===== src/logic/encode_file_pkg.sv =====
// constants for the encoder and file copy/fill engine
// assumes a 16-bit data table behind a one-cycle read port
package encode_file_pkg;
    localparam int DATA_W = 16;
    localparam int TABLE_AW = 16;
    localparam int LEN_W = 8;
    // register byte addresses on the 32-bit bus
    localparam logic [7:0] OFS_CTRL = 8'h00;
    localparam logic [7:0] OFS_SRC_ADDR = 8'h04;
    localparam logic [7:0] OFS_DST_ADDR = 8'h08;
    localparam logic [7:0] OFS_LENGTH = 8'h0C;
    localparam logic [7:0] OFS_FILE_TYPE = 8'h10;
    localparam logic [7:0] OFS_ARITH_FLAGS = 8'h14;
    localparam logic [7:0] OFS_TRAP = 8'h18;
    localparam logic [7:0] OFS_INDEX = 8'h1C;
    localparam logic [7:0] OFS_STATUS = 8'h20;
    localparam logic [7:0] OFS_FILL_VALUE = 8'h24;
    // control word, file type, trap and status field bit positions
    localparam int CTRL_GO_BIT = 0;
    localparam int CTRL_OP_LSB = 1;
    localparam int CTRL_RUNG_BIT = 3;
    localparam int CTRL_CONST_BIT = 4;
    localparam int CTRL_EOP_BIT = 5;
    localparam int FT_ANALOG_BIT = 3;
    localparam int TRAP_MINOR_BIT = 0;
    localparam int TRAP_MAJOR_BIT = 1;
    localparam int STAT_BUSY_BIT = 0;
    localparam int STAT_DONE_BIT = 1;
    localparam int STAT_LEN_ERR_BIT = 2;
    // arithmetic flag positions in the flags word
    localparam int FLAG_CARRY = 0;
    localparam int FLAG_OVF = 1;
    localparam int FLAG_ZERO = 2;
    localparam int FLAG_SIGN = 3;
    localparam logic [15:0] ARITH_FLAGS_RESET = 16'h0000;
    localparam logic [15:0] INDEX_RESET = 16'h0000;
    // words per element of a structured or a plain destination
    localparam logic [1:0] WORDS_STRUCT = 2'h3;
    localparam logic [1:0] WORDS_PLAIN = 2'h1;
    // longest length per destination type
    localparam logic [7:0] MAX_OUT_DISC = 8'h01;
    localparam logic [7:0] MAX_OUT_ANA = 8'h05;
    localparam logic [7:0] MAX_IN_DISC = 8'h02;
    localparam logic [7:0] MAX_IN_ANA = 8'h08;
    localparam logic [7:0] MAX_STATUS = 8'h21;
    localparam logic [7:0] MAX_BIT = 8'h20;
    localparam logic [7:0] MAX_TIMER = 8'h28;
    localparam logic [7:0] MAX_COUNTER = 8'h20;
    localparam logic [7:0] MAX_CONTROL = 8'h10;
    localparam logic [7:0] MAX_INTEGER = 8'h69;
    localparam logic [1:0] RESP_OKAY = 2'h0;
    localparam logic [1:0] RESP_SLVERR = 2'h2;
    typedef enum logic [1:0] {OP_ENCODE = 2'b00, OP_COPY = 2'b01, OP_FILL = 2'b10, OP_NONE = 2'b11} op_t;
    typedef enum logic [2:0] {
        FT_OUTPUT = 3'b000, FT_INPUT = 3'b001, FT_STATUS = 3'b010, FT_BIT = 3'b011,
        FT_TIMER = 3'b100, FT_COUNTER = 3'b101, FT_CONTROL = 3'b110, FT_INTEGER = 3'b111
    } file_type_t;
endpackage : encode_file_pkg


===== src/logic/encode_and_file_move.sv =====
// bit position encoder and file block copy/fill engine behind an AXI4-Lite slave
// assumes a same-clock data table: read data valid the cycle after table_re
//
// Our own choices: the AXI4-Lite interface to the registers and the register addresses.
`timescale 1ns/1ps
`default_nettype none
module encode_and_file_move #(
    parameter int DATA_W = encode_file_pkg::DATA_W,
    parameter int TABLE_AW = encode_file_pkg::TABLE_AW
) (
    input wire logic sys_clk, // 200 MHz
    input wire logic reset_n, // async, active low
    input wire logic [7:0] s_axi_awaddr, // write address
    input wire logic s_axi_awvalid, // write address valid
    output logic s_axi_awready, // write address ready
    input wire logic [31:0] s_axi_wdata, // write data
    input wire logic [3:0] s_axi_wstrb, // byte enables
    input wire logic s_axi_wvalid, // write data valid
    output logic s_axi_wready, // write data ready
    output logic [1:0] s_axi_bresp, // write response
    output logic s_axi_bvalid, // write response valid
    input wire logic s_axi_bready, // write response ready
    input wire logic [7:0] s_axi_araddr, // read address
    input wire logic s_axi_arvalid, // read address valid
    output logic s_axi_arready, // read address ready
    output logic [31:0] s_axi_rdata, // read data
    output logic [1:0] s_axi_rresp, // read response
    output logic s_axi_rvalid, // read data valid
    input wire logic s_axi_rready, // read data ready
    output logic [TABLE_AW-1:0] table_addr, // data table word address
    output logic [DATA_W-1:0] table_wdata, // data table write word
    output logic table_we, // data table write strobe
    output logic table_re, // data table read strobe
    input wire logic [DATA_W-1:0] table_rdata // read word, one cycle after table_re
);
    // encoder and flag logic are written for a 16-bit word only
    if (DATA_W != 16 || TABLE_AW < 8 || TABLE_AW > 16) begin : g_bad_width
        $error("encode_and_file_move: unsupported width");
    end

    typedef enum logic [2:0] {
        ST_IDLE = 3'b000, ST_READ = 3'b001, ST_CAPTURE = 3'b010, ST_WRITE = 3'b011, ST_FINISH = 3'b100
    } state_t;

    // bus handshake group
    logic aw_held, w_held;
    logic [7:0] aw_addr;
    logic [31:0] w_data;
    logic [3:0] w_strb;
    logic next_aw_held, next_w_held;
    logic [7:0] next_aw_addr;
    logic [31:0] next_w_data;
    logic [3:0] next_w_strb;
    logic [1:0] next_bresp, next_rresp;
    logic next_bvalid, next_rvalid;
    logic [31:0] next_rdata;
    logic wr_fire;
    logic wr_hit;
    logic rd_hit;
    logic [31:0] rd_word;

    // core group
    state_t state, next_state;
    encode_file_pkg::op_t op, next_op;
    logic [TABLE_AW-1:0] src_addr, dst_addr, next_src_addr, next_dst_addr;
    logic [7:0] length, next_length;
    logic [3:0] file_type, next_file_type;
    logic [15:0] arith_flags, next_arith_flags;
    logic [15:0] index_reg, next_index_reg;
    logic [15:0] fill_value, next_fill_value;
    logic minor_trap, next_minor_trap;
    logic major_fault, next_major_fault;
    logic busy, done, len_err, next_busy, next_done, next_len_err;
    logic [15:0] count, total, next_count, next_total;
    logic [DATA_W-1:0] hold_word, next_hold_word;
    logic [TABLE_AW-1:0] next_table_addr;
    logic [DATA_W-1:0] next_table_wdata;
    logic next_table_we, next_table_re;

    // combinational views: encoder of the captured word, length limit and word count, write byte mask
    logic [3:0] low_pos;
    logic multi_set;
    logic [7:0] max_len;
    logic [1:0] words_per;
    logic [15:0] words_needed;
    logic [31:0] wmask;

    assign wr_fire = aw_held && w_held && !s_axi_bvalid;
    assign s_axi_awready = !aw_held;
    assign s_axi_wready = !w_held;
    assign s_axi_arready = !s_axi_rvalid;

    always_comb begin
        for (int b = 0; b < 4; b++) begin
            wmask[b*8 +: 8] = w_strb[b] ? 8'hFF : 8'h00;
        end
    end

    always_comb begin
        low_pos = 4'h0;
        for (int i = 15; i >= 0; i--) begin
            if (hold_word[i]) begin
                low_pos = 4'(i);
            end
        end
        multi_set = |(hold_word & (hold_word - 16'h0001));
    end

    always_comb begin
        unique case (file_type[2:0])
            encode_file_pkg::FT_OUTPUT: max_len = file_type[encode_file_pkg::FT_ANALOG_BIT] ?
                encode_file_pkg::MAX_OUT_ANA : encode_file_pkg::MAX_OUT_DISC;
            encode_file_pkg::FT_INPUT: max_len = file_type[encode_file_pkg::FT_ANALOG_BIT] ?
                encode_file_pkg::MAX_IN_ANA : encode_file_pkg::MAX_IN_DISC;
            encode_file_pkg::FT_STATUS: max_len = encode_file_pkg::MAX_STATUS;
            encode_file_pkg::FT_BIT: max_len = encode_file_pkg::MAX_BIT;
            encode_file_pkg::FT_TIMER: max_len = encode_file_pkg::MAX_TIMER;
            encode_file_pkg::FT_COUNTER: max_len = encode_file_pkg::MAX_COUNTER;
            encode_file_pkg::FT_CONTROL: max_len = encode_file_pkg::MAX_CONTROL;
            encode_file_pkg::FT_INTEGER: max_len = encode_file_pkg::MAX_INTEGER;
        endcase
        // timers, counters and controls are three-word elements
        words_per = (file_type[2:0] == encode_file_pkg::FT_TIMER || file_type[2:0] == encode_file_pkg::FT_COUNTER ||
            file_type[2:0] == encode_file_pkg::FT_CONTROL) ? encode_file_pkg::WORDS_STRUCT :
            encode_file_pkg::WORDS_PLAIN;
        words_needed = 16'(length * words_per);
    end

    always_comb begin
        rd_hit = 1'b1;
        unique case (s_axi_araddr)
            encode_file_pkg::OFS_SRC_ADDR: rd_word = 32'(src_addr);
            encode_file_pkg::OFS_DST_ADDR: rd_word = 32'(dst_addr);
            encode_file_pkg::OFS_LENGTH: rd_word = 32'(length);
            encode_file_pkg::OFS_FILE_TYPE: rd_word = 32'(file_type);
            encode_file_pkg::OFS_ARITH_FLAGS: rd_word = 32'(arith_flags);
            encode_file_pkg::OFS_TRAP: rd_word = 32'({major_fault, minor_trap});
            encode_file_pkg::OFS_INDEX: rd_word = 32'(index_reg);
            encode_file_pkg::OFS_STATUS: rd_word = 32'({len_err, done, busy});
            encode_file_pkg::OFS_FILL_VALUE: rd_word = 32'(fill_value);
            encode_file_pkg::OFS_CTRL: rd_word = 32'({op, 1'b0});
            default: begin
                rd_word = 32'h0000_0000;
                rd_hit = 1'b0;
            end
        endcase
        unique case (aw_addr)
            encode_file_pkg::OFS_CTRL, encode_file_pkg::OFS_SRC_ADDR, encode_file_pkg::OFS_DST_ADDR,
            encode_file_pkg::OFS_LENGTH, encode_file_pkg::OFS_FILE_TYPE, encode_file_pkg::OFS_ARITH_FLAGS,
            encode_file_pkg::OFS_TRAP, encode_file_pkg::OFS_INDEX, encode_file_pkg::OFS_STATUS,
            encode_file_pkg::OFS_FILL_VALUE: wr_hit = 1'b1;
            default: wr_hit = 1'b0;
        endcase
    end

    always_comb begin
        next_aw_held = aw_held;
        next_aw_addr = aw_addr;
        next_w_held = w_held;
        next_w_data = w_data;
        next_w_strb = w_strb;
        next_bvalid = s_axi_bvalid;
        next_bresp = s_axi_bresp;
        next_rvalid = s_axi_rvalid;
        next_rresp = s_axi_rresp;
        next_rdata = s_axi_rdata;
        if (s_axi_awvalid && !aw_held) begin
            next_aw_held = 1'b1;
            next_aw_addr = {s_axi_awaddr[7:2], 2'b00};
        end
        if (s_axi_wvalid && !w_held) begin
            next_w_held = 1'b1;
            next_w_data = s_axi_wdata;
            next_w_strb = s_axi_wstrb;
        end
        if (wr_fire) begin
            next_aw_held = 1'b0;
            next_w_held = 1'b0;
            next_bvalid = 1'b1;
            next_bresp = wr_hit ? encode_file_pkg::RESP_OKAY : encode_file_pkg::RESP_SLVERR;
        end else if (s_axi_bvalid && s_axi_bready) begin
            next_bvalid = 1'b0;
        end
        if (s_axi_arvalid && !s_axi_rvalid) begin
            next_rvalid = 1'b1;
            next_rdata = rd_word;
            next_rresp = rd_hit ? encode_file_pkg::RESP_OKAY : encode_file_pkg::RESP_SLVERR;
        end else if (s_axi_rvalid && s_axi_rready) begin
            next_rvalid = 1'b0;
        end
    end

    always_ff @(posedge sys_clk or negedge reset_n) begin
        if (!reset_n) begin
            aw_held <= 1'b0;
            aw_addr <= 8'h00;
            w_held <= 1'b0;
            w_data <= 32'h0000_0000;
            w_strb <= 4'h0;
            s_axi_bvalid <= 1'b0;
            s_axi_bresp <= 2'h0;
            s_axi_rvalid <= 1'b0;
            s_axi_rresp <= 2'h0;
            s_axi_rdata <= 32'h0000_0000;
        end else begin
            aw_held <= next_aw_held;
            aw_addr <= next_aw_addr;
            w_held <= next_w_held;
            w_data <= next_w_data;
            w_strb <= next_w_strb;
            s_axi_bvalid <= next_bvalid;
            s_axi_bresp <= next_bresp;
            s_axi_rvalid <= next_rvalid;
            s_axi_rresp <= next_rresp;
            s_axi_rdata <= next_rdata;
        end
    end

    always_comb begin
        logic [31:0] wv;
        logic go;
        wv = 32'h0000_0000;
        go = 1'b0;
        next_state = state;
        next_op = op;
        next_src_addr = src_addr;
        next_dst_addr = dst_addr;
        next_length = length;
        next_file_type = file_type;
        next_arith_flags = arith_flags;
        next_index_reg = index_reg;
        next_fill_value = fill_value;
        next_minor_trap = minor_trap;
        next_major_fault = major_fault;
        next_busy = busy;
        next_done = done;
        next_len_err = len_err;
        next_count = count;
        next_total = total;
        next_hold_word = hold_word;
        next_table_addr = table_addr;
        next_table_wdata = table_wdata;
        next_table_we = 1'b0;
        next_table_re = 1'b0;
        if (wr_fire) begin
            unique case (aw_addr)
                encode_file_pkg::OFS_SRC_ADDR: begin
                    wv = (32'(src_addr) & ~wmask) | (w_data & wmask);
                    next_src_addr = wv[TABLE_AW-1:0];
                end
                encode_file_pkg::OFS_DST_ADDR: begin
                    wv = (32'(dst_addr) & ~wmask) | (w_data & wmask);
                    next_dst_addr = wv[TABLE_AW-1:0];
                end
                encode_file_pkg::OFS_LENGTH: if (w_strb[0]) next_length = w_data[7:0];
                encode_file_pkg::OFS_FILE_TYPE: if (w_strb[0]) next_file_type = w_data[3:0];
                encode_file_pkg::OFS_ARITH_FLAGS: begin
                    wv = (32'(arith_flags) & ~wmask) | (w_data & wmask);
                    next_arith_flags = wv[15:0];
                end
                encode_file_pkg::OFS_INDEX: begin
                    wv = (32'(index_reg) & ~wmask) | (w_data & wmask);
                    next_index_reg = wv[15:0];
                end
                encode_file_pkg::OFS_FILL_VALUE: begin
                    wv = (32'(fill_value) & ~wmask) | (w_data & wmask);
                    next_fill_value = wv[15:0];
                end
                encode_file_pkg::OFS_TRAP: if (w_strb[0]) begin
                    next_minor_trap = w_data[encode_file_pkg::TRAP_MINOR_BIT];
                    if (w_data[encode_file_pkg::TRAP_MAJOR_BIT]) next_major_fault = 1'b0;
                end
                encode_file_pkg::OFS_CTRL: if (w_strb[0]) begin
                    // end-of-program check sees the trap as it stood before this write
                    if (w_data[encode_file_pkg::CTRL_EOP_BIT] && minor_trap) next_major_fault = 1'b1;
                    // rung false: no operation starts, but the end-of-program check above still applies
                    go = w_data[encode_file_pkg::CTRL_GO_BIT] && w_data[encode_file_pkg::CTRL_RUNG_BIT] && !busy;
                    if (go) next_op = encode_file_pkg::op_t'(w_data[encode_file_pkg::CTRL_OP_LSB +: 2]);
                end
                default: ;
            endcase
        end
        unique case (state)
            ST_IDLE: if (go) begin
                next_count = 16'h0000;
                next_done = 1'b0;
                next_len_err = 1'b0;
                unique case (next_op)
                    encode_file_pkg::OP_ENCODE: begin
                        next_busy = 1'b1;
                        next_total = 16'h0001;
                        next_table_addr = src_addr;
                        next_table_re = 1'b1;
                        next_state = ST_READ;
                    end
                    encode_file_pkg::OP_COPY, encode_file_pkg::OP_FILL: begin
                        next_total = words_needed;
                        if (length > max_len || length == 8'h00) begin
                            next_len_err = 1'b1;
                            next_done = 1'b1;
                        end else begin
                            next_busy = 1'b1;
                            if (next_op == encode_file_pkg::OP_FILL && w_data[encode_file_pkg::CTRL_CONST_BIT]) begin
                                next_hold_word = fill_value;
                                next_table_addr = dst_addr;
                                next_table_wdata = fill_value;
                                next_table_we = 1'b1;
                                next_state = ST_WRITE;
                            end else begin
                                next_table_addr = src_addr;
                                next_table_re = 1'b1;
                                next_state = ST_READ;
                            end
                        end
                    end
                    default: ;
                endcase
            end
            ST_READ: next_state = ST_CAPTURE;
            ST_CAPTURE: begin
                next_hold_word = table_rdata;
                next_table_addr = TABLE_AW'(dst_addr + count);
                next_table_wdata = table_rdata;
                next_table_we = 1'b1;
                next_state = ST_WRITE;
                if (op == encode_file_pkg::OP_ENCODE) begin
                    // result computed from the just-captured word
                    next_table_wdata = 16'h0000;
                    for (int i = 15; i >= 0; i--) begin
                        if (table_rdata[i]) next_table_wdata = 16'(i);
                    end
                end
            end
            ST_WRITE: begin
                if (op == encode_file_pkg::OP_ENCODE) begin
                    next_arith_flags[encode_file_pkg::FLAG_CARRY] = 1'b0;
                    next_arith_flags[encode_file_pkg::FLAG_OVF] = multi_set;
                    next_arith_flags[encode_file_pkg::FLAG_ZERO] = (low_pos == 4'h0);
                    next_arith_flags[encode_file_pkg::FLAG_SIGN] = 1'b0;
                end
                next_count = count + 16'h0001;
                if (count + 16'h0001 >= total) begin
                    next_state = ST_FINISH;
                end else if (op == encode_file_pkg::OP_COPY) begin
                    next_table_addr = TABLE_AW'(src_addr + count + 16'h0001);
                    next_table_re = 1'b1;
                    next_state = ST_READ;
                end else begin
                    next_table_addr = TABLE_AW'(dst_addr + count + 16'h0001);
                    next_table_wdata = hold_word;
                    next_table_we = 1'b1;
                end
            end
            ST_FINISH: begin
                if (op != encode_file_pkg::OP_ENCODE) next_index_reg = 16'h0000;
                next_busy = 1'b0;
                next_done = 1'b1;
                next_state = ST_IDLE;
            end
            default: next_state = ST_IDLE;
        endcase
    end

    always_ff @(posedge sys_clk or negedge reset_n) begin
        if (!reset_n) begin
            state <= ST_IDLE;
            op <= encode_file_pkg::OP_NONE;
            src_addr <= '0;
            dst_addr <= '0;
            length <= 8'h00;
            file_type <= 4'h0;
            arith_flags <= encode_file_pkg::ARITH_FLAGS_RESET;
            index_reg <= encode_file_pkg::INDEX_RESET;
            fill_value <= 16'h0000;
            minor_trap <= 1'b0;
            major_fault <= 1'b0;
            busy <= 1'b0;
            done <= 1'b0;
            len_err <= 1'b0;
            count <= 16'h0000;
            total <= 16'h0000;
            hold_word <= 16'h0000;
            table_addr <= '0;
            table_wdata <= '0;
            table_we <= 1'b0;
            table_re <= 1'b0;
        end else begin
            state <= next_state;
            op <= next_op;
            src_addr <= next_src_addr;
            dst_addr <= next_dst_addr;
            length <= next_length;
            file_type <= next_file_type;
            arith_flags <= next_arith_flags;
            index_reg <= next_index_reg;
            fill_value <= next_fill_value;
            minor_trap <= next_minor_trap;
            major_fault <= next_major_fault;
            busy <= next_busy;
            done <= next_done;
            len_err <= next_len_err;
            count <= next_count;
            total <= next_total;
            hold_word <= next_hold_word;
            table_addr <= next_table_addr;
            table_wdata <= next_table_wdata;
            table_we <= next_table_we;
            table_re <= next_table_re;
        end
    end
endmodule : encode_and_file_move
`default_nettype wire


===== config.mk =====
export PLATFORM = sky130hd
export DESIGN_NAME = encode_and_file_move
export DESIGN_NICKNAME = d
export VERILOG_FILES = /design/src/logic/encode_file_pkg.sv /design/src/logic/encode_and_file_move.sv
export SDC_FILE = /design/constraint.sdc
export NUM_CORES = 1
export LEC_CHECK = 0
export BUFFER_PORTS_ARGS = -buffer_cell sky130_fd_sc_hd__buf_4
export CAP_MARGIN = 20
export CORE_ASPECT_RATIO = 0.8
export CORE_MARGIN = 5
export CORE_UTILIZATION = 45
export CTS_BUF_LIST = sky130_fd_sc_hd__clkbuf_2
export DETAILED_ROUTE_END_ITERATION = 12
export PLACE_DENSITY = 0.63
export SYNTH_ARGS = -nofsm -noshare
export SYNTH_HDL_FRONTEND = slang
export SYNTH_SLANG_ARGS = --single-unit

===== constraint.sdc =====
create_clock -name sys_clk -period 4.75 [get_ports sys_clk]
set_input_delay 0.95 -clock sys_clk [delete_from_list [all_inputs] [get_ports sys_clk]]
set_output_delay 0.95 -clock sys_clk [all_outputs]
set_load 0.02 [all_outputs]

# Word level (Yosys, flattened, before mapping)

Index checks and enable logic that the tools add are counted.
W data, S select, Z words.

Flip-flop bits (word level): 250
Bits of input ports: 75
Bits in read-only memories: 0
RAM bits: 0
Memories: 0
Latch bits: 0

Add/sub/neg operators: 6
Magnitude comparators: 2
Eq/ne operators: 45
Muxes and demuxes: 119
$mul: 1
Reductions and logical operators: 60
Bitwise logic cells: 13
Div/mod/pow operators: 0
Shifts and indexed selects: 0

Operators by type and width:

| operator                | count |
|---|---|
| $mux W16                | 32 |
| $pmux W16 S10           | 1 |
| $pmux W16 S2            | 4 |
| $and A16 B16 Y16        | 7 |
| $pmux W16 S3            | 2 |
| $mux W4                 | 22 |
| $or A16 B16 Y16         | 5 |
| $pmux W8 S7             | 1 |
| $add A16 B1 Y16 const B | 3 |
| $mux W1                 | 33 |
| $add A16 B16 Y16        | 2 |
| $eq A8 B5 Y1 const B    | 4 |
| $eq A6 B3 Y1 const B    | 4 |
| $logic_not A8 Y1        | 3 |
| $reduce_bool A2 Y1      | 10 |
| $reduce_or A10 Y1       | 2 |
| $ne A2 B2 Y1 const B    | 9 |
| $eq A8 B4 Y1 const B    | 2 |
| $eq A8 B6 Y1 const B    | 2 |
| $ge A16 B16 Y1          | 1 |
| $mux W2                 | 8 |
| $mux W8                 | 2 |
| $not A16 Y16            | 1 |
| $reduce_or A16 Y1       | 1 |
| 34 further kinds        | 85 |

# Logic depth before layout (Yosys ltp)

Gate-level depths: netlist of the first run.

Depth after elaboration: 19
Gate-level depth with buffers: 14
Mapped depth without buffers: 13

# Worst setup path after synthesis of the first run

OpenSTA, ideal clock, no wires.

Path kind: register -> register
From: reg s_axi_bvalid
To: reg table_wdata[10]
Buffers on the path: 2
Setup slack: 0.974 ns
Setup time: 0.127 ns
Stages on the path, launching flop included: 13
Data arrival time: 3.648 ns
Data required time: 4.623 ns
Period minus slack after synthesis: 3.776 ns
Path through: dfrtp_1 -> nand3b_4 -> nor4_4 -> nand3b_2 -> nor4_4 -> mux2_2 -> ha_1 -> clkbuf_1 -> nor2_1 -> a31oi_2 -> nand2_4 -> buf_8 -> mux2_1

Word-level cells in the longest chain between the ends: 7

RTL lines:

| what                                                           | line                                                     | text |
|---|---|---|
| from (decl)                                                    | encode_and_file_move.sv:21                               | `output logic s_axi_bvalid,` |
| from (signal assigned)                                         | encode_and_file_move.sv:211                              | `s_axi_bvalid <= next_bvalid;` |
| $logic_not A1 Y1 (*)                                           | encode_and_file_move.sv:88                               | `assign wr_fire = aw_held && w_held && !s_axi_bvalid;` |
| $logic_and A1 B1 Y1 (*)                                        | encode_and_file_move.sv:88                               |  |
| $mux W2 (*)                                                    | encode_and_file_move.sv:245                              | `if (wr_fire) begin` |
| named net next_op[1]                                           | encode_and_file_move.sv:64                               | `encode_file_pkg::op_t op, next_op;` |
| $eq A2 B2 Y1 / $eq A2 B1 Y1 (equally long branches)            | encode_and_file_move.sv:288, encode_and_file_move.sv:303 |  |
| $reduce_or A2 Y1 / $logic_and A1 B1 Y1 (equally long branches) | encode_and_file_move.sv:288, encode_and_file_move.sv:303 |  |
| $ne A2 B1 Y1 (no line) / $ne A2 B2 Y1 (equally long branches)  | --                                                       |  |
| $reduce_and A7 Y1 (no line) (*)                                | --                                                       |  |
| to (signal assigned)                                           | encode_and_file_move.sv:406                              | `table_wdata <= next_table_wdata;` |
| to (decl)                                                      | encode_and_file_move.sv:31                               | `output logic [DATA_W-1:0] table_wdata,` |

The timed path passes the listed nets; every way through them passes the cells marked *.
A chain may end at the register's enable or synchronous reset.

# Worst setup path after layout of the first run

From: reg s_axi_bvalid
To: reg table_addr[4]

Word-level cells in the longest chain between the ends: 10

RTL lines:

| what                    | line                                                     | text |
|---|---|---|
| $logic_not A1 Y1 (*)    | encode_and_file_move.sv:88                               |  |
| $logic_and A1 B1 Y1 (*) | encode_and_file_move.sv:88                               |  |
| $mux W2 (*)             | encode_and_file_move.sv:245                              |  |
| named net next_op[1]    | encode_and_file_move.sv:64                               |  |
| $eq A2 B2 Y1            | encode_and_file_move.sv:288, encode_and_file_move.sv:303 |  |
| $logic_and A1 B1 Y1     | encode_and_file_move.sv:303                              | `if (next_op == encode_file_pkg::OP_FILL && w_data[encode_file_pkg::CTRL_CONST_BIT]) begin` |
| $mux W16                | encode_and_file_move.sv:303                              |  |
| $mux W16                | encode_and_file_move.sv:298                              | `if (length > max_len \|\| length == 8'h00) begin` |
| $pmux W16 S2            | encode_and_file_move.sv:288                              | `unique case (next_op)` |
| $mux W16                | encode_and_file_move.sv:284                              | `ST_IDLE: if (go) begin` |
| $pmux W16 S3            | encode_and_file_move.sv:283                              | `unique case (state)` |
| to (signal assigned)    | encode_and_file_move.sv:405                              | `table_addr <= next_table_addr;` |
| to (decl)               | encode_and_file_move.sv:30                               | `output logic [TABLE_AW-1:0] table_addr,` |

The timed path passes the listed nets; every way through them passes the cells marked *. The select of a mux whose other input is x is not followed.

==> results of run 1 <==
[kinds of logic after synthesis]
| kind of cell | count (synthesis) |
|---|---|
| mux | 164 |
| simple gates | 449 |
| other cells | 1 |
| xor+xnor | 49 |
| flops | 224 |
| fa+ha+maj | 64 |
| buf+inv | 117 |
| compound gates | 346 |
[power groups by stage]
stage	combinational [mW]	clock, mW	sequential (mW)
6_report	3.74	1.35	3.42
5_1_grt	4.14	1.50	3.51
4_1_cts	3.75	1.40	3.40
3_5_place_dp	3.74	0	3.43
3_3_place_gp	3.64	0	3.41
2_1_floorplan	2.76	0	3.13
[worst max-delay path, stage by stage (launching register included)]
cell and delay [ns]:
dfrtp_1 0.41, nand3b_4 0.20, nor4_4 0.27, nand3b_2 0.22
nor4_4 0.53, mux2_2 0.44, ha_1 0.52, nor2_1 0.33
buf_4 0.30, mux2i_1 0.22, o21ai_0 0.10, a211oi_1 0.40
o21ai_0 0.12
[synthesized netlist by cell type, types with 15 or more instances]
master	number
buf_4	21
mux2_2	106
a21oi_1	76
a22o_1	21
mux2i_1	49
nand3_1	37
clkbuf_1	48
nor2_1	102
o31ai_1	18
o21ai_0	98
nor2b_1	16
dfrtp_1	222
ha_1	59
a22oi_1	21
xnor2_1	37
inv_1	36
nor3_1	22
nand2b_1	15
nand2_1	160
[worst min-delay path by stage]
stage	end	slack (ns)
global placement	total[2]	0.46
finish	length[2]	0.08
CTS	length[6]	0.06
global route	hold_word[6]	0.1
detailed placement	table_addr[2]	0.47
floorplan	total[3]	0.44
[per-stage QoR]
step	worst slack [ns]	total power [mW]	hold WS (ns)	util, %	instances
2_1_floorplan	0.974	5.89	0.443	-	1431
3_3_place_gp	0.698	7.06	0.463	49.3	1895
3_5_place_dp	0.590	7.17	0.473	49.3	1895
4_1_cts	0.546	8.55	0.0556	51.0	2003
5_1_grt	0.242	9.16	0.0987	51.0	2004
6_report	0.531	8.51	0.0770	51.0	2004
[cell type report]
cell class              instances  area [um2]  area share, %
diodes                          1        2.50         0.0162
clock buffers                  89         445           2.88
clock inverters                19        82.6          0.534
inverters                      36         135          0.874
multi-input cells            1090        7670           49.6
flip-flops and latches        224        5610           36.3
well taps                     413         517           3.34
repair buffers                132         998           6.46
[layer usage]
| layer | global-route usage, % | up-vias | wire length (um) |
|---|---|---|---|
| li1 | - | 5413 | - |
| met1 | 34.3 | 5602 | 18600 |
| met2 | 34.2 | 424 | 17400 |
| met3 | 4.12 | 70 | 2770 |
| met4 | 6.29 | 0 | 857 |
| met5 | 0 | - | 0 |
==> metrics, run 1 <==
Layout Cell Area excl Fill=~15,000 um2; setup tns final=0 ns; initial cell density of the core=a little under half; end of the critical path=table_addr[4]; internal power=between 4 and 5 mW; Sw Ratio=between 40% and 50%; H-tree depth=2; Max Freq=237 MHz; total global-route track usage=22.9%; initial antenna violation count=1; Max-Cap Viols=0; initial DRC count=approximately 880; status=finished, final reports clean; first drt pass iteration count=5; hold crit path type=in2async; reg2reg path depth=12; Max-slew headroom=around 27%; mux contribution to synthesized area=between 10% and 20%; Layout Nets=~1,700; simple-gate share of the synthesized area=between 10% and 20%; most frequent cells in the layout=222 x dfrtp_1, 160 x nand2_1, 131 x buf_4, 106 x mux2_2, 101 x nor2_1; # DRC=0; crit-path max FO=18; share of the synthesized area in the top cell type=about two fifths; post-route minimum period=4.22 ns; Final ANT Viol Nets=0; net switching power=between 3 and 4 mW; final WL=39,600 um; Clock Tree Root=clkbuf_2; vias per inst=~5.7; hold buffers post-CTS=0; synthesized instance count=between 1,000 and 1,500; combinational power share=between 40% and 50%; gp weighted congestion=0.901; grt ovf=0; Area contributors post-synth=dfrtp_1 40%, mux2_2 8.7%, ha_1 5.4%; setup bufs post-CTS=0; largest family of logic cells by synthesized area=compound AO/OA/AOI/OAI gates; slew at the pin closest to its max-slew limit=~1.1 ns; Crit. Startpoint=s_axi_bvalid; vias in the first global route=roughly 11,000; unrepaired setup endpoints after global routing=false; Max VDD drop=roughly 0.26 mV; Clock Pin Slew Worst Setup and Hold Paths=0.10 ns; Adder-Cell Fraction of Synth Area=5.94%; CTS tree=yes; WS Path Type=reg2reg; LEAKAGE=between 7 and 8 nW; Vias=11,509; row count=57; Synth Flop Type=dfrtp_1; Worst-Skew Late Latency=0.93 ns; placed cell area=14,900 um2; Clk pwr share=15.8%; number of synthesized flops with an enable pin=0; Power Density=between 500 and 600 nW/um2; FF-to-FF Start=s_axi_bvalid; Hold Fails Final Rpt=0; synth unique cells=96; synthesized area=around 14,000 um2; crit path launch type=register; io pins=150; final worst path period share=88.8%; HPWL Detailed=29,200 um; PortBufs=approximately 110; post-synthesis compound-gate area fraction=approximately 17%; clk_skew=between 0.03 and 0.04 ns; Num CTS Buffers=60; mean post-synth cell area=9.74 um2; Post-Synth XOR/XNOR Area=between 3 and 4%; first-pass GRT wire length=about 63,000 um; CORE AREA=30,300 um2; Max Buffers Root-to-Sink=3; R2R Setup Slk=between 0.5 and 0.6 ns; CP arrival=about 5 ns; biggest area consumer among synthesized cells=dfrtp_1; share of cells above drive strength 1=around a quarter; Die Y=166 um; Worst EP required=between 5 and 6 ns; Final Setup Violations=0; post-CTS sizing=0; Slew Limit Fails=0; width of the die=206 um; synthesis-to-layout area growth=12.3%; most common cell after layout, fill and taps aside=dfrtp_1; full die area=approximately 34,000 um2; register area share after synthesis=around 41%; Worst R2R End=table_addr[4]; Sequential Power Share=approximately 40%; Num Clock Sinks=224; element type at the critical path end=register; Post-synth ARST share=100%; Yosys warnings=0; filler cell count=2,851; largest net degree at the start of global routing=between 100 and 150; drt wl/cell=19.7 um; Yosys reg bits=approximately 220
Power figures use the tool's default switching activity.
==> run 2, diff against run 1 <==
Settings changed: CELL_PAD_IN_SITES_DETAIL_PLACEMENT from default to 0, CELL_PAD_IN_SITES_GLOBAL_PLACEMENT from default to 1, PLACE_DENSITY 0.63 to 0.78.
==> run 2 against run 1 <==
Net effect:
- die area unchanged
- largest power group unchanged
- sequential power about the same
- worst setup slack improved by 0.013 ns
- critical path type unchanged
==> metrics, run 2 (same netlist as run 1, synthesis figures left out) <==
first drt pass iteration count=5 (unchanged); filler cell count=2,875 (+0.84%); DR WL met2=17,800 um (+2.7%); Layout Cell Area excl Fill=15,500 um2 (+0.38%); Post-Route M1 WL=19,700 um (+6.3%); reg2reg path depth=12 (unchanged); most common cell after layout, fill and taps aside=dfrtp_1; Worst EP required=5.54 ns (about the same); largest net degree at the start of global routing=118 (+8.3%); WS Path Type=reg2reg; setup tns final=0 ns (unchanged); Num CTS Buffers=60 (unchanged); setup bufs post-CTS=0 (unchanged); Sequential Power Share=39.3% (-0.9 points); grt ovf=0 (unchanged); Clk pwr share=17.3% (+1.5 points); Hold Fails Final Rpt=0 (unchanged); Final Setup Violations=0 (unchanged); critical path's slowest cell=a22oi_4; # DRC=0 (unchanged); first-pass GRT wire length=64,800 um (+3.3%); Max-Cap Viols=0 (unchanged); share of cells above drive strength 1=23.6% (-0.066 points); slew at the pin closest to its max-slew limit=1.09 ns (+0.00220 ns); element type at the critical path end=register; CP peak stage delay=0.58 ns (+0.05 ns); internal power=4.79 mW (+2.5%); io pins=150 (unchanged); Num Clock Sinks=224 (unchanged); H-tree depth=2 (unchanged); initial cell density of the core=45.4% (unchanged); vias per inst=5.73 (-0.15%); LEAKAGE=7.37 nW (+0.33%); HPWL Detailed=31,400 um (+7.4%); CP dominant cell by count=nor4_4; clk_skew=0.145 ns (+0.105 ns); Final ANT Viol Nets=0 (unchanged); placed cell area=14,900 um2 (about the same); critical path, cell by cell=nand3b_4 > nor4_4 > nand3b_2 > nor4_4 > buf_4 > mux2i_1 > ha_1 > a31oi_1 > o21ai_0 > a22oi_4 > inv_1 > a2bb2oi_1; Sw Ratio=44.8% (-0.35 points); synthesis-to-layout area growth=12.7%; Clock Pin Slew Worst Setup and Hold Paths=0.10 ns (about the same); Max-slew headroom=26.9% (-0.38 points); row count=57 (unchanged); status=finished, final reports clean; vias in the first global route=11,149 (+0.11%); final WL=41,500 um (+5.0%); CP top delay family=compound AO/OA/AOI/OAI gates; Layout Nets=1,681 (unchanged); CORE AREA=30,300 um2 (unchanged); total global-route track usage=24.0% (+1.1 points); post-route minimum period=4.21 ns (-0.0131 ns); Power Density=559 nW/um2 (+1.5%); initial DRC count=868 (-1.1%); final worst path period share=88.6% (-0.28 points); PortBufs=111 (unchanged); most frequent cells in the layout=222 x dfrtp_1, 160 x nand2_1, 131 x buf_4, 106 x mux2_2, 101 x nor2_1; Worst-Skew Late Latency=0.98 ns (+0.05 ns); Die Y=166 um (unchanged); Max Buffers Root-to-Sink=3 (unchanged); CP bufs+invs=2 (+1); hold buffers post-CTS=0 (unchanged); CTS tree=yes; met3 WL=3210 um (+16%); initial antenna violation count=1 (unchanged); Slew Limit Fails=0 (unchanged); combinational power share=43.4% (-0.6 points); Critical Path Stages=12 (unchanged); CP arrival=4.99 ns (about the same); full die area=34,200 um2 (unchanged); Vias=11,474 (-0.30%); Max VDD drop=0.297 mV (+16%); Clock Tree Root=clkbuf_2; gp weighted congestion=0.924 (+2.6%); crit-path max FO=27 (+9); Top Layer Used=met4; width of the die=206 um (unchanged); post-CTS sizing=0 (unchanged); Max Freq=238 MHz (+0.31%); hold crit path type=in2async; net switching power=3.89 mW (+1.1%); drt wl/cell=20.8 um (+5.2%); crit path launch type=register; unrepaired setup endpoints after global routing=false
## run 2: area by class of cell
class | instances | area (um2) | share of cell area (%)
repair buffers | 132 | 998 | 6.43
flip-flops and latches | 224 | 5610 | 36.1
inverters | 36 | 135 | 0.871
diodes | 2 | 5.00 | 0.0322
multi-input cells | 1090 | 7670 | 49.4
clock inverters | 21 | 174 | 1.12
clock buffers | 83 | 415 | 2.68
well taps | 413 | 517 | 3.33
## run 2: worst reg2reg max path, cell delays in order (launching register included)
cell and delay [ns]:
dfrtp_1 0.40, nand3b_4 0.20, nor4_4 0.29, nand3b_2 0.22
nor4_4 0.43, buf_4 0.22, mux2i_1 0.32, ha_1 0.49
a31oi_1 0.21, o21ai_0 0.22, a22oi_4 0.59, inv_1 0.25
a2bb2oi_1 0.18
## run 2: final timing paths
| check | startpoint | end | slack (ns) |
|---|---|---|---|
| max reg2reg | s_axi_bvalid | table_addr[10] | 0.54 |
| max in group asynchronous | reset_n | hold_word[9] | 3.50 |
| min | reset_n | arith_flags[2] | 0.05 |
| max | s_axi_bvalid | table_addr[10] | 0.54 |
| min reg2reg | table_wdata[12] | table_wdata[12] | 0.49 |
| min in group sys_clk | s_axi_bready | s_axi_bvalid | 0.15 |
## run 2: layer usage
layer,vias to the layer above,GRT usage [%]
met5,-,0
li1,5416,-
met1,5630,36.6
met3,47,5.44
met4,0,6.00
met2,381,34.4
## run 2: power by group through the flow
| stage | logic [mW] | clock network (mW) | registers, mW |
|---|---|---|---|
| after floorplan | 2.76 | 0 | 3.13 |
| after global placement | 3.65 | 0 | 3.41 |
| after detailed placement | 3.74 | 0 | 3.43 |
| after CTS | 3.76 | 1.55 | 3.39 |
| after global routing | 4.14 | 1.66 | 3.50 |
| final | 3.76 | 1.50 | 3.41 |
## run 2: per-stage QoR
stage	util [%]	total power, mW	instances	hold slack, ns	setup slack [ns]
2_1_floorplan	-	5.89	1431	0.443	0.974
3_5_place_dp	49.2	7.17	1895	0.472	0.621
4_1_cts	51.2	8.71	1999	0.0330	0.564
6_report	51.2	8.67	2001	0.0522	0.544
3_3_place_gp	49.2	7.06	1895	0.470	0.750
5_1_grt	51.2	9.30	2001	0.0377	0.269
